File: src/design/frc_pkg.sv
// Shared constants and types for the input over-voltage fault response controller.
package frc_pkg;

    // Fault response setting layout.
    localparam int unsigned CFG_W        = 8;
    localparam int unsigned RESP_MSB     = 7;
    localparam int unsigned RESP_LSB     = 6;
    localparam int unsigned RETRY_MSB    = 5;
    localparam int unsigned RETRY_LSB    = 3;
    localparam int unsigned DELAY_MSB    = 2;
    localparam int unsigned DELAY_LSB    = 0;
    localparam logic [7:0]  CFG_RESET    = 8'h80;

    // Response field codes.
    localparam logic [1:0]  RESP_IGNORE  = 2'h0;
    localparam logic [1:0]  RESP_DELAYED = 2'h1;
    localparam logic [1:0]  RESP_RETRY   = 2'h2;
    localparam logic [1:0]  RESP_LATCH   = 2'h3;

    // Retry field codes.
    localparam logic [2:0]  RETRY_NONE   = 3'h0;
    localparam logic [2:0]  RETRY_FOREVER = 3'h7;

    // Delay unit counter width; a unit of zero is served as one cycle.
    localparam int unsigned UNIT_W_DEF   = 16;
    localparam logic [7:0]  UNITS_ONE    = 8'h01;

    // Controller states, Gray coded along run, delay, hold-off, latched.
    typedef enum logic [1:0] {
        FRC_RUN   = 2'b00,
        FRC_DELAY = 2'b01,
        FRC_HOLD  = 2'b11,
        FRC_LATCH = 2'b10
    } frc_state_e;

endpackage : frc_pkg

File: src/design/frc_fault_ctrl.sv
// Input over-voltage fault response and restart controller.
module frc_fault_ctrl
    import frc_pkg::*;
#(
    parameter int unsigned UNIT_W = UNIT_W_DEF
)
(
    // Clock and reset.
    input  wire logic              mclk,
    input  wire logic              rst_n,
    // Fault response setting write and read back.
    input  wire logic              cfg_wr,
    input  wire logic [CFG_W-1:0]  cfg_wdata,
    output logic [CFG_W-1:0]       cfg_rdata,
    // Delay unit length in clock cycles, from the timing setting.
    input  wire logic [UNIT_W-1:0] unit_cycles,
    // Fault detection from the comparator logic on this clock.
    input  wire logic              fault_det,
    // Clearing and on/off commands.
    input  wire logic              status_clr,
    input  wire logic              clear_faults,
    input  wire logic              ctrl_pin,
    input  wire logic              op_on,
    // Output control and status.
    output logic                   out_en,
    output logic                   fault_status,
    output logic                   fault_latched,
    output logic [2:0]             attempts
);
    import frc_pkg::*;

    initial
    begin
        if (UNIT_W < 1 || UNIT_W > 32)
            $error("frc_fault_ctrl: UNIT_W out of range");
    end

    typedef struct packed {
        frc_state_e       state;
        logic [CFG_W-1:0] cfg;
        logic             out_en;
        logic             status;
        logic             latched;
        logic             trying;
        logic [2:0]       attempts;
    } frc_ctrl_s;

    frc_ctrl_s  q_r;
    frc_ctrl_s  q_nxt;
    logic       ctrl_s;
    logic       on_now;
    logic       clr_any;
    logic       tmr_start;
    logic       tmr_done;
    logic       set_status;
    logic [1:0] resp;
    logic [2:0] retry;
    logic       limit_hit;

    // The control pin is asynchronous to mclk and is synchronised first.
    frc_sync2 u_ctrl_sync
    (
        .mclk (mclk),
        .rst_n(rst_n),
        .din  (ctrl_pin),
        .dout (ctrl_s)
    );

    // One timer serves both the run-on delay and the restart spacing.
    frc_delay_timer #(
        .UNIT_W(UNIT_W)
    ) u_timer
    (
        .mclk       (mclk),
        .rst_n      (rst_n),
        .start      (tmr_start),
        .exp_n      (q_r.cfg[DELAY_MSB:DELAY_LSB]),
        .unit_cycles(unit_cycles),
        .done       (tmr_done),
        .busy       ()
    );

    // Field decode and the combined on command of pin and command.
    assign resp      = q_r.cfg[RESP_MSB:RESP_LSB];
    assign retry     = q_r.cfg[RETRY_MSB:RETRY_LSB];
    assign on_now    = ctrl_s & op_on;
    assign clr_any   = status_clr | clear_faults;
    assign limit_hit = (retry != RETRY_FOREVER) && (q_r.attempts >= retry);

    // Next-state logic. A fault during a restart attempt keeps the spacing
    // timer running, so the next attempt still starts one period after the last.
    // If the period ends in the very cycle the fault is seen, the timer restarts so
    // the hold-off cannot hang; with a one-cycle period starts are then two apart.
    always_comb
    begin
        q_nxt      = q_r;
        tmr_start  = 1'b0;
        set_status = 1'b0;
        if (cfg_wr)
            q_nxt.cfg = cfg_wdata;
        if (!on_now)
        begin
            // Off stops any retry sequence and prepares the off-then-on clear.
            q_nxt.state    = FRC_RUN;
            q_nxt.out_en   = 1'b0;
            q_nxt.trying   = 1'b0;
            q_nxt.attempts = 3'h0;
        end
        else if (clr_any && (q_r.state == FRC_LATCH || q_r.state == FRC_HOLD))
        begin
            q_nxt.state    = FRC_RUN;
            q_nxt.out_en   = 1'b1;
            q_nxt.trying   = 1'b0;
            q_nxt.attempts = 3'h0;
        end
        else
        begin
            case (q_r.state)
                FRC_RUN:
                begin
                    q_nxt.out_en = 1'b1;
                    if (q_r.trying && tmr_done && !fault_det)
                    begin
                        q_nxt.trying   = 1'b0;
                        q_nxt.attempts = 3'h0;
                    end
                    if (fault_det)
                    begin
                        case (resp)
                            RESP_IGNORE:
                                q_nxt.out_en = 1'b1;
                            RESP_LATCH:
                            begin
                                q_nxt.out_en = 1'b0;
                                q_nxt.state  = FRC_LATCH;
                                set_status   = 1'b1;
                            end
                            RESP_DELAYED:
                            begin
                                if (q_r.trying)
                                begin
                                    q_nxt.out_en = 1'b0;
                                    set_status   = 1'b1;
                                    tmr_start    = tmr_done;
                                    q_nxt.state  = limit_hit ? FRC_LATCH : FRC_HOLD;
                                end
                                else
                                begin
                                    q_nxt.state = FRC_DELAY;
                                    tmr_start   = 1'b1;
                                end
                            end
                            default:
                            begin
                                q_nxt.out_en = 1'b0;
                                set_status   = 1'b1;
                                if (q_r.trying)
                                begin
                                    q_nxt.state = limit_hit ? FRC_LATCH : FRC_HOLD;
                                    tmr_start   = tmr_done;
                                end
                                else if (retry == RETRY_NONE)
                                    q_nxt.state = FRC_LATCH;
                                else
                                begin
                                    q_nxt.state = FRC_HOLD;
                                    tmr_start   = 1'b1;
                                end
                            end
                        endcase
                    end
                end
                FRC_DELAY:
                begin
                    q_nxt.out_en = 1'b1;
                    if (!fault_det)
                        q_nxt.state = FRC_RUN;
                    else if (tmr_done)
                    begin
                        q_nxt.out_en = 1'b0;
                        set_status   = 1'b1;
                        if (retry == RETRY_NONE)
                            q_nxt.state = FRC_LATCH;
                        else
                        begin
                            q_nxt.state = FRC_HOLD;
                            tmr_start   = 1'b1;
                        end
                    end
                end
                FRC_HOLD:
                begin
                    q_nxt.out_en = 1'b0;
                    if (tmr_done)
                    begin
                        // Attempt starts now; the timer marks the next start.
                        q_nxt.state    = FRC_RUN;
                        q_nxt.out_en   = 1'b1;
                        q_nxt.trying   = 1'b1;
                        q_nxt.attempts = (q_r.attempts == 3'h7) ? 3'h7
                                         : q_r.attempts + 3'h1;
                        tmr_start      = 1'b1;
                    end
                end
                FRC_LATCH:
                    q_nxt.out_en = 1'b0;
                default:
                    q_nxt.state = FRC_RUN;
            endcase
        end
        // A fault event in the cycle of a clear keeps the status bit set.
        q_nxt.status = (q_r.status & ~clr_any) | set_status;
        q_nxt.latched = (q_nxt.state == FRC_LATCH); // Registered copy for the pin.
    end

    // Reset returns the setting to default and clears any latched fault.
    always_ff @(posedge mclk or negedge rst_n)
    begin
        if (!rst_n)
        begin
            q_r       <= '0;
            q_r.state <= FRC_RUN;
            q_r.cfg   <= CFG_RESET;
        end
        else
            q_r <= q_nxt;
    end

    assign cfg_rdata     = q_r.cfg;
    assign out_en        = q_r.out_en;
    assign fault_status  = q_r.status;
    assign fault_latched = q_r.latched;
    assign attempts      = q_r.attempts;

    a_ignore_keeps_on: assert property (@(posedge mclk) disable iff (!rst_n)
        (q_r.state == FRC_RUN && on_now && resp == RESP_IGNORE && fault_det && !clr_any)
        |=> q_r.out_en && !$rose(q_r.status) ##1 q_r.out_en || !on_now || cfg_wr)
        else $error("Ignored fault changed the output.");

    a_delay_keeps_on: assert property (@(posedge mclk) disable iff (!rst_n)
        (q_r.state == FRC_DELAY && on_now && fault_det && !tmr_done)
        |=> q_r.out_en && q_r.state == FRC_DELAY)
        else $error("Output dropped before the run-on delay ended.");

    a_disable_now: assert property (@(posedge mclk) disable iff (!rst_n)
        (q_r.state == FRC_RUN && on_now && fault_det && resp == RESP_RETRY)
        |=> !q_r.out_en && q_r.status)
        else $error("Output not disabled on a disable-and-retry fault.");

    a_latch_holds: assert property (@(posedge mclk) disable iff (!rst_n)
        (q_r.state == FRC_LATCH && on_now && !clr_any)
        |=> q_r.state == FRC_LATCH && !q_r.out_en)
        else $error("Latched fault left without a clearing event.");

    a_clear_unlatches: assert property (@(posedge mclk) disable iff (!rst_n)
        (q_r.state == FRC_LATCH && on_now && clr_any)
        |=> q_r.state == FRC_RUN && q_r.out_en)
        else $error("Clear command did not release the latched fault.");

    a_off_unlatches: assert property (@(posedge mclk) disable iff (!rst_n)
        (q_r.state == FRC_LATCH && !on_now) |=> q_r.state == FRC_RUN && !q_r.out_en)
        else $error("Off command did not release the latched fault.");

    a_no_retry_latch: assert property (@(posedge mclk) disable iff (!rst_n)
        (q_r.state == FRC_RUN && on_now && fault_det && resp == RESP_RETRY
         && !q_r.trying && retry == RETRY_NONE) |=> q_r.state == FRC_LATCH)
        else $error("Retry setting 000 did not latch off.");

    a_limit_latch: assert property (@(posedge mclk) disable iff (!rst_n)
        (q_r.state == FRC_RUN && on_now && fault_det && resp == RESP_RETRY
         && q_r.trying && limit_hit) |=> q_r.state == FRC_LATCH)
        else $error("Failed final attempt did not latch off.");

    a_unlimited_retry: assert property (@(posedge mclk) disable iff (!rst_n)
        (q_r.state == FRC_RUN && on_now && fault_det && resp == RESP_RETRY
         && retry == RETRY_FOREVER) |=> q_r.state == FRC_HOLD)
        else $error("Unlimited retry setting latched off.");

    a_attempt_count: assert property (@(posedge mclk) disable iff (!rst_n)
        (q_r.state == FRC_HOLD && on_now && tmr_done && !clr_any && q_r.attempts < 3'h7)
        |=> q_r.attempts == $past(q_r.attempts) + 3'h1 && q_r.out_en && q_r.trying)
        else $error("Restart attempt was not counted.");

    a_success_reset: assert property (@(posedge mclk) disable iff (!rst_n)
        (q_r.state == FRC_RUN && on_now && q_r.trying && tmr_done && !fault_det)
        |=> q_r.attempts == 3'h0 && !q_r.trying)
        else $error("Attempt counter kept after a successful restart.");

endmodule : frc_fault_ctrl

File: src/design/frc_sync2.sv
// Two flip-flop synchroniser for a level arriving from a pin.
module frc_sync2
(
    // Clock and reset.
    input  wire logic mclk,
    input  wire logic rst_n,
    // Level in and synchronised level out.
    input  wire logic din,
    output logic      dout
);
    typedef struct packed {
        logic s1;
        logic s2;
    } frc_sync_s;

    frc_sync_s q_r;
    frc_sync_s q_nxt;

    // The first stage feeds only the second stage.
    always_comb
    begin
        q_nxt    = q_r;
        q_nxt.s1 = din;
        q_nxt.s2 = q_r.s1;
    end

    // Both stages start low so the control pin reads as off after reset.
    always_ff @(posedge mclk or negedge rst_n)
    begin
        if (!rst_n)
            q_r <= '0;
        else
            q_r <= q_nxt;
    end

    assign dout = q_r.s2;

endmodule : frc_sync2

File: src/design/frc_delay_timer.sv
// Delay timer: counts 2**n delay units, each a programmable number of clock cycles.
module frc_delay_timer
    import frc_pkg::*;
#(
    parameter int unsigned UNIT_W = UNIT_W_DEF
)
(
    // Clock and reset.
    input  wire logic              mclk,
    input  wire logic              rst_n,
    // Control.
    input  wire logic              start,
    input  wire logic [2:0]        exp_n,
    input  wire logic [UNIT_W-1:0] unit_cycles,
    // Status.
    output logic                   done,
    output logic                   busy
);
    initial
    begin
        if (UNIT_W < 1 || UNIT_W > 32)
            $error("frc_delay_timer: UNIT_W out of range");
    end

    typedef struct packed {
        logic              busy;
        logic [UNIT_W-1:0] pre;
        logic [7:0]        left;
    } frc_tmr_s;

    frc_tmr_s          q_r;
    frc_tmr_s          q_nxt;
    logic [UNIT_W-1:0] unit_m1;

    // A unit of zero would never end, so it is served as one cycle.
    assign unit_m1 = (unit_cycles == '0) ? '0 : unit_cycles - 1'b1;

    // A start always reloads, so a restart mid-count measures from the new start.
    always_comb
    begin
        q_nxt      = q_r;
        if (start)
        begin
            q_nxt.busy = 1'b1;
            q_nxt.pre  = unit_m1;
            q_nxt.left = (UNITS_ONE << exp_n) - UNITS_ONE;
        end
        else if (q_r.busy)
        begin
            if (q_r.pre != '0)
                q_nxt.pre = q_r.pre - 1'b1;
            else if (q_r.left != 8'h00)
            begin
                q_nxt.left = q_r.left - 8'h01;
                q_nxt.pre  = unit_m1;
            end
            else
                q_nxt.busy = 1'b0;
        end
    end

    always_ff @(posedge mclk or negedge rst_n)
    begin
        if (!rst_n)
            q_r <= '0;
        else
            q_r <= q_nxt;
    end

    // Done is decoded from the count, so the user acts exactly one period after the
    // start edge; a registered flag would stretch every period by a cycle.
    assign done = q_r.busy && (q_r.pre == '0) && (q_r.left == 8'h00);
    assign busy = q_r.busy;

    a_timer_load_units: assert property (@(posedge mclk) disable iff (!rst_n)
        start |=> (q_r.left == (UNITS_ONE << $past(exp_n)) - UNITS_ONE) && q_r.busy)
        else $error("Delay timer did not load 2**n units.");

    a_timer_done_pulse: assert property (@(posedge mclk) disable iff (!rst_n)
        (done && !start) |=> !done)
        else $error("Delay timer done lasted more than one cycle.");

endmodule : frc_delay_timer

File: config.mk
export PLATFORM = sky130hd
export DESIGN_NAME = frc_fault_ctrl
export DESIGN_NICKNAME = d
export VERILOG_FILES = /design/src/design/frc_pkg.sv /design/src/design/frc_fault_ctrl.sv /design/src/design/frc_sync2.sv /design/src/design/frc_delay_timer.sv
export SDC_FILE = /design/constraint.sdc
export NUM_CORES = 1
export LEC_CHECK = 0
export BUFFER_PORTS_ARGS = -buffer_cell sky130_fd_sc_hd__buf_4
export CAP_MARGIN = 25
export CORE_ASPECT_RATIO = 1.25
export CORE_MARGIN = 5
export CORE_UTILIZATION = 41
export CTS_CLUSTER_DIAMETER = 80
export DETAILED_ROUTE_END_ITERATION = 8
export SLEW_MARGIN = 10
export SYNTH_ARGS = -nofsm -noshare
export SYNTH_HDL_FRONTEND = slang
export SYNTH_HIERARCHICAL = 1
export SYNTH_SLANG_ARGS = --single-unit
export TNS_END_PERCENT = 10
File: constraint.sdc
create_clock -name mclk -period 5.4 [get_ports mclk]
set_input_delay 0.81 -clock mclk [delete_from_list [all_inputs] [get_ports mclk]]
set_output_delay 0.81 -clock mclk [all_outputs]
set_load 0.1 [all_outputs]
==> out/metrics.yaml <==
synth_area_sq_mm: 0.00307
hold_violations: 0
post_cts_buffers: 0
core_sq_mm: 0.00736
detail_route.first_pass.iterations: 4
drive_gt1_frac: 0.193
dieWidth_um: 87.3
synth-adder-area-share: 0.0286
rsz0062_at_grt: "no"
r2r_slack_ns: 0.68
whs_path_depth: 0
fillCellCount: 719
synth_top_family_by_area: "compound AO/OA/AOI/OAI gates"
grt_max_degree: 45
ir_drop_uv: 131
critical_path_class: "flop to flop"
synth-xor-area-share: 0.0343
grt_use_total: 0.163
cts_resized: 0
grt-ovfl-total: 0
grt_pass1_vias: 2632
fmax_mhz: 212
dp.final_hpwl_um: 5630
async_flop_share: 1.00
synth_top_flop_cell: "dfrtp_1"
wl_per_cell_um: 16.0
postSynthCellCount: 349
fin_nets: 416
syn_nets: 388
worst_r2r_path_depth: 14
finalSetupViolCount: 0
io-pin-count: 46
skew_ns: 0.0101
num_rows: 35
n_antenna_cell: 0
tightest_slew_ns: 0.802
synth-seq-cells: 44
max_stage_delay_ns: 0.65
crit_path_max_fanout: 17
die_area_sq_mm: 0.00932
powerDensity_mw_per_mm2: 321
synth_edf_count: 0
tritoncts: "done"
cts_made_buffers: 5
worst-path-buf-inv: 2
slew_violations: 0
drc: 0
hold_path.class: "flop to flop"
status: "complete, no violations"
drv_cap: 0
syn_area_per_cell_sq_um: 8.78
yosysUniqueCellTypes: 67
grt_pass1_wl_um: 12400
place_ws_ns: 0.775
dr_total_vias: 2800
setup_tns_ns: 0
critical_path.cell_chain: "inv_1 -> ha_1 -> nor3b_1 -> nor3b_2 -> nand2_1 -> nor3_1 -> nand2b_1 -> o311ai_1 -> a21oi_1 -> o21a_1 -> inv_2 -> o21ai_1 -> o21ai_0 -> a32o_1"
yosys_warnings: 6
leakage_nw: 1.38
fin_area_sq_mm: 0.00345
synth_mux_area_frac: 0.0355
crit_family: "simple AND/OR/NAND/NOR gates"
cts_sinks: 44
slowest_stage: "nor3_1"
path_clk_slew_ns: 0.08
cts_hold_buf: 0
clock-root-buffer: "clkbuf_8"
cp.depth: 14
finalCritPeriodShare: 0.874
postRouteAntennaNets: 0
yosys.area_share.simple: 0.224
relSlewSlack: 0.461
worst_slack_ns: 0.681
dpl_cell_area_sq_mm: 0.00337
clockBufferDepth: 2
io_buffer_count: 45
startpoint_type: "flop"
area_growth_pct: 12.5
wl_um: 7520
required_ns: 5.58
place_congestion: 0.845
ys_seq_area_frac: 0.360
cp-end-kind: "flop"
drtIter0Drc: 169
period_needed_ns: 4.72
die_h_um: 107
vias_per_cell: 5.96
h-tree-depth: 2
antenna_found_initial: 0
final_util: 0.469
clk_latency_ns: 0.29
critPathArrivalTime_ns: 4.90
start_util: 0.417
synth-compound-area-share: 0.249
[per-layer routing]
metal,GRT usage,up-vias,wire (um)
li1,-,1365,-
met1,0.204,1327,3190
met2,0.281,91,3710
met3,0.0261,17,454
met4,0.0526,0,159
met5,0,-,0
[sequential cells by signal, summed over array words and instances, names as in the netlist]
register and flops:
attempts 3, q_r 3, fault_status 1, u_ctrl_sync/dout 1, u_ctrl_sync/q_nxt 1, out_en 1, fault_latched 1, cfg_rdata 8
u_timer/busy 1, u_timer/q_r 24
[logic make-up after synthesis]
family          Yosys count
buf+inv                  40
xor+xnor                 12
flops                    44
fa+ha+maj                 7
compound gates          107
mux                      10
simple gates            129
[through the flow]
stage / power, W / instances / hold WS [ns]
detailed placement: 0.000907 / 462 / 0.336
global route: 0.00118 / 470 / 0.361
CTS: 0.00111 / 470 / 0.355
finish: 0.00111 / 470 / 0.351
global placement: 0.000909 / 462 / 0.333
floorplan: 0.000800 / 349 / 0.331
[power breakdown]
group	internal (W)	switching, W
combinational	0.000162	0.000227
sequential	0.000414	0.000101
clock	0.0000911	0.000112
[worst register-to-register path: stages (launching register included)]
cell	delay, ns
dfrtp_1	0.41
inv_1	0.07
ha_1	0.17
nor3b_1	0.49
nor3b_2	0.55
nand2_1	0.20
nor3_1	0.65
nand2b_1	0.19
o311ai_1	0.09
a21oi_1	0.16
o21a_1	0.53
inv_2	0.31
o21ai_1	0.39
o21ai_0	0.18
a32o_1	0.22
[synthesized netlist by cell type (3+ instances only)]
cell | number | area share
mux2i_1 | 3 | 0.0098
nor3_1 | 14 | 0.023
o21ai_0 | 21 | 0.034
o32ai_1 | 3 | 0.0086
o211ai_1 | 10 | 0.024
ha_1 | 7 | 0.029
mux2_2 | 7 | 0.026
o2bb2ai_1 | 3 | 0.0086
nand3_1 | 9 | 0.015
buf_4 | 12 | 0.029
nor3b_1 | 3 | 0.0073
o31ai_1 | 6 | 0.015
o21a_1 | 4 | 0.0098
dfrtp_1 | 43 | 0.35
or4_1 | 7 | 0.017
nor4_1 | 10 | 0.020
nor2b_1 | 4 | 0.0082
a21oi_1 | 17 | 0.028
nor2_1 | 27 | 0.033
nand2b_1 | 4 | 0.0082
a22oi_1 | 4 | 0.0098
o31a_1 | 3 | 0.0086
a31oi_1 | 4 | 0.0082
xor2_1 | 6 | 0.017
a211oi_1 | 4 | 0.0098
clkbuf_1 | 8 | 0.0098
or3_1 | 5 | 0.010
xnor2_1 | 6 | 0.017
nand2_1 | 28 | 0.034
inv_1 | 15 | 0.018
[placed cells by master, fill, tap and decap left out, types with 9 or more instances in the layout]
master	n
buf_4	45
dfrtp_1	43
nand2_1	28
nor2_1	27
o21ai_0	21
a21oi_1	17
inv_1	15
nor3_1	14
nor4_1	10
o211ai_1	10
nand3_1	9
[worst paths after layout]
| check | from | endpoint |
|---|---|---|
| setup / recovery | u_timer/q_r[8] | u_timer/q_r[18] |
| hold / removal | u_ctrl_sync/q_nxt[0] | u_ctrl_sync/dout |
| setup reg to reg | u_timer/q_r[8] | u_timer/q_r[18] |
| hold reg to reg | u_ctrl_sync/q_nxt[0] | u_ctrl_sync/dout |
| max in group asynchronous | rst_n | u_timer/q_r[10] |
| min in group asynchronous | rst_n | attempts[0] |
[area by class of cell]
cell class	count	area (sq um)	area share
multi-input combinational	265	1750	0.508
sequential	44	1100	0.320
timing repair buffer	45	338	0.0980
tap	92	115	0.0334
clock buffer	7	76.3	0.0221
inverter	16	60.1	0.0174
clock inverter	1	5.00	0.00145
Note: power is estimated with default switching activity, not from simulation.
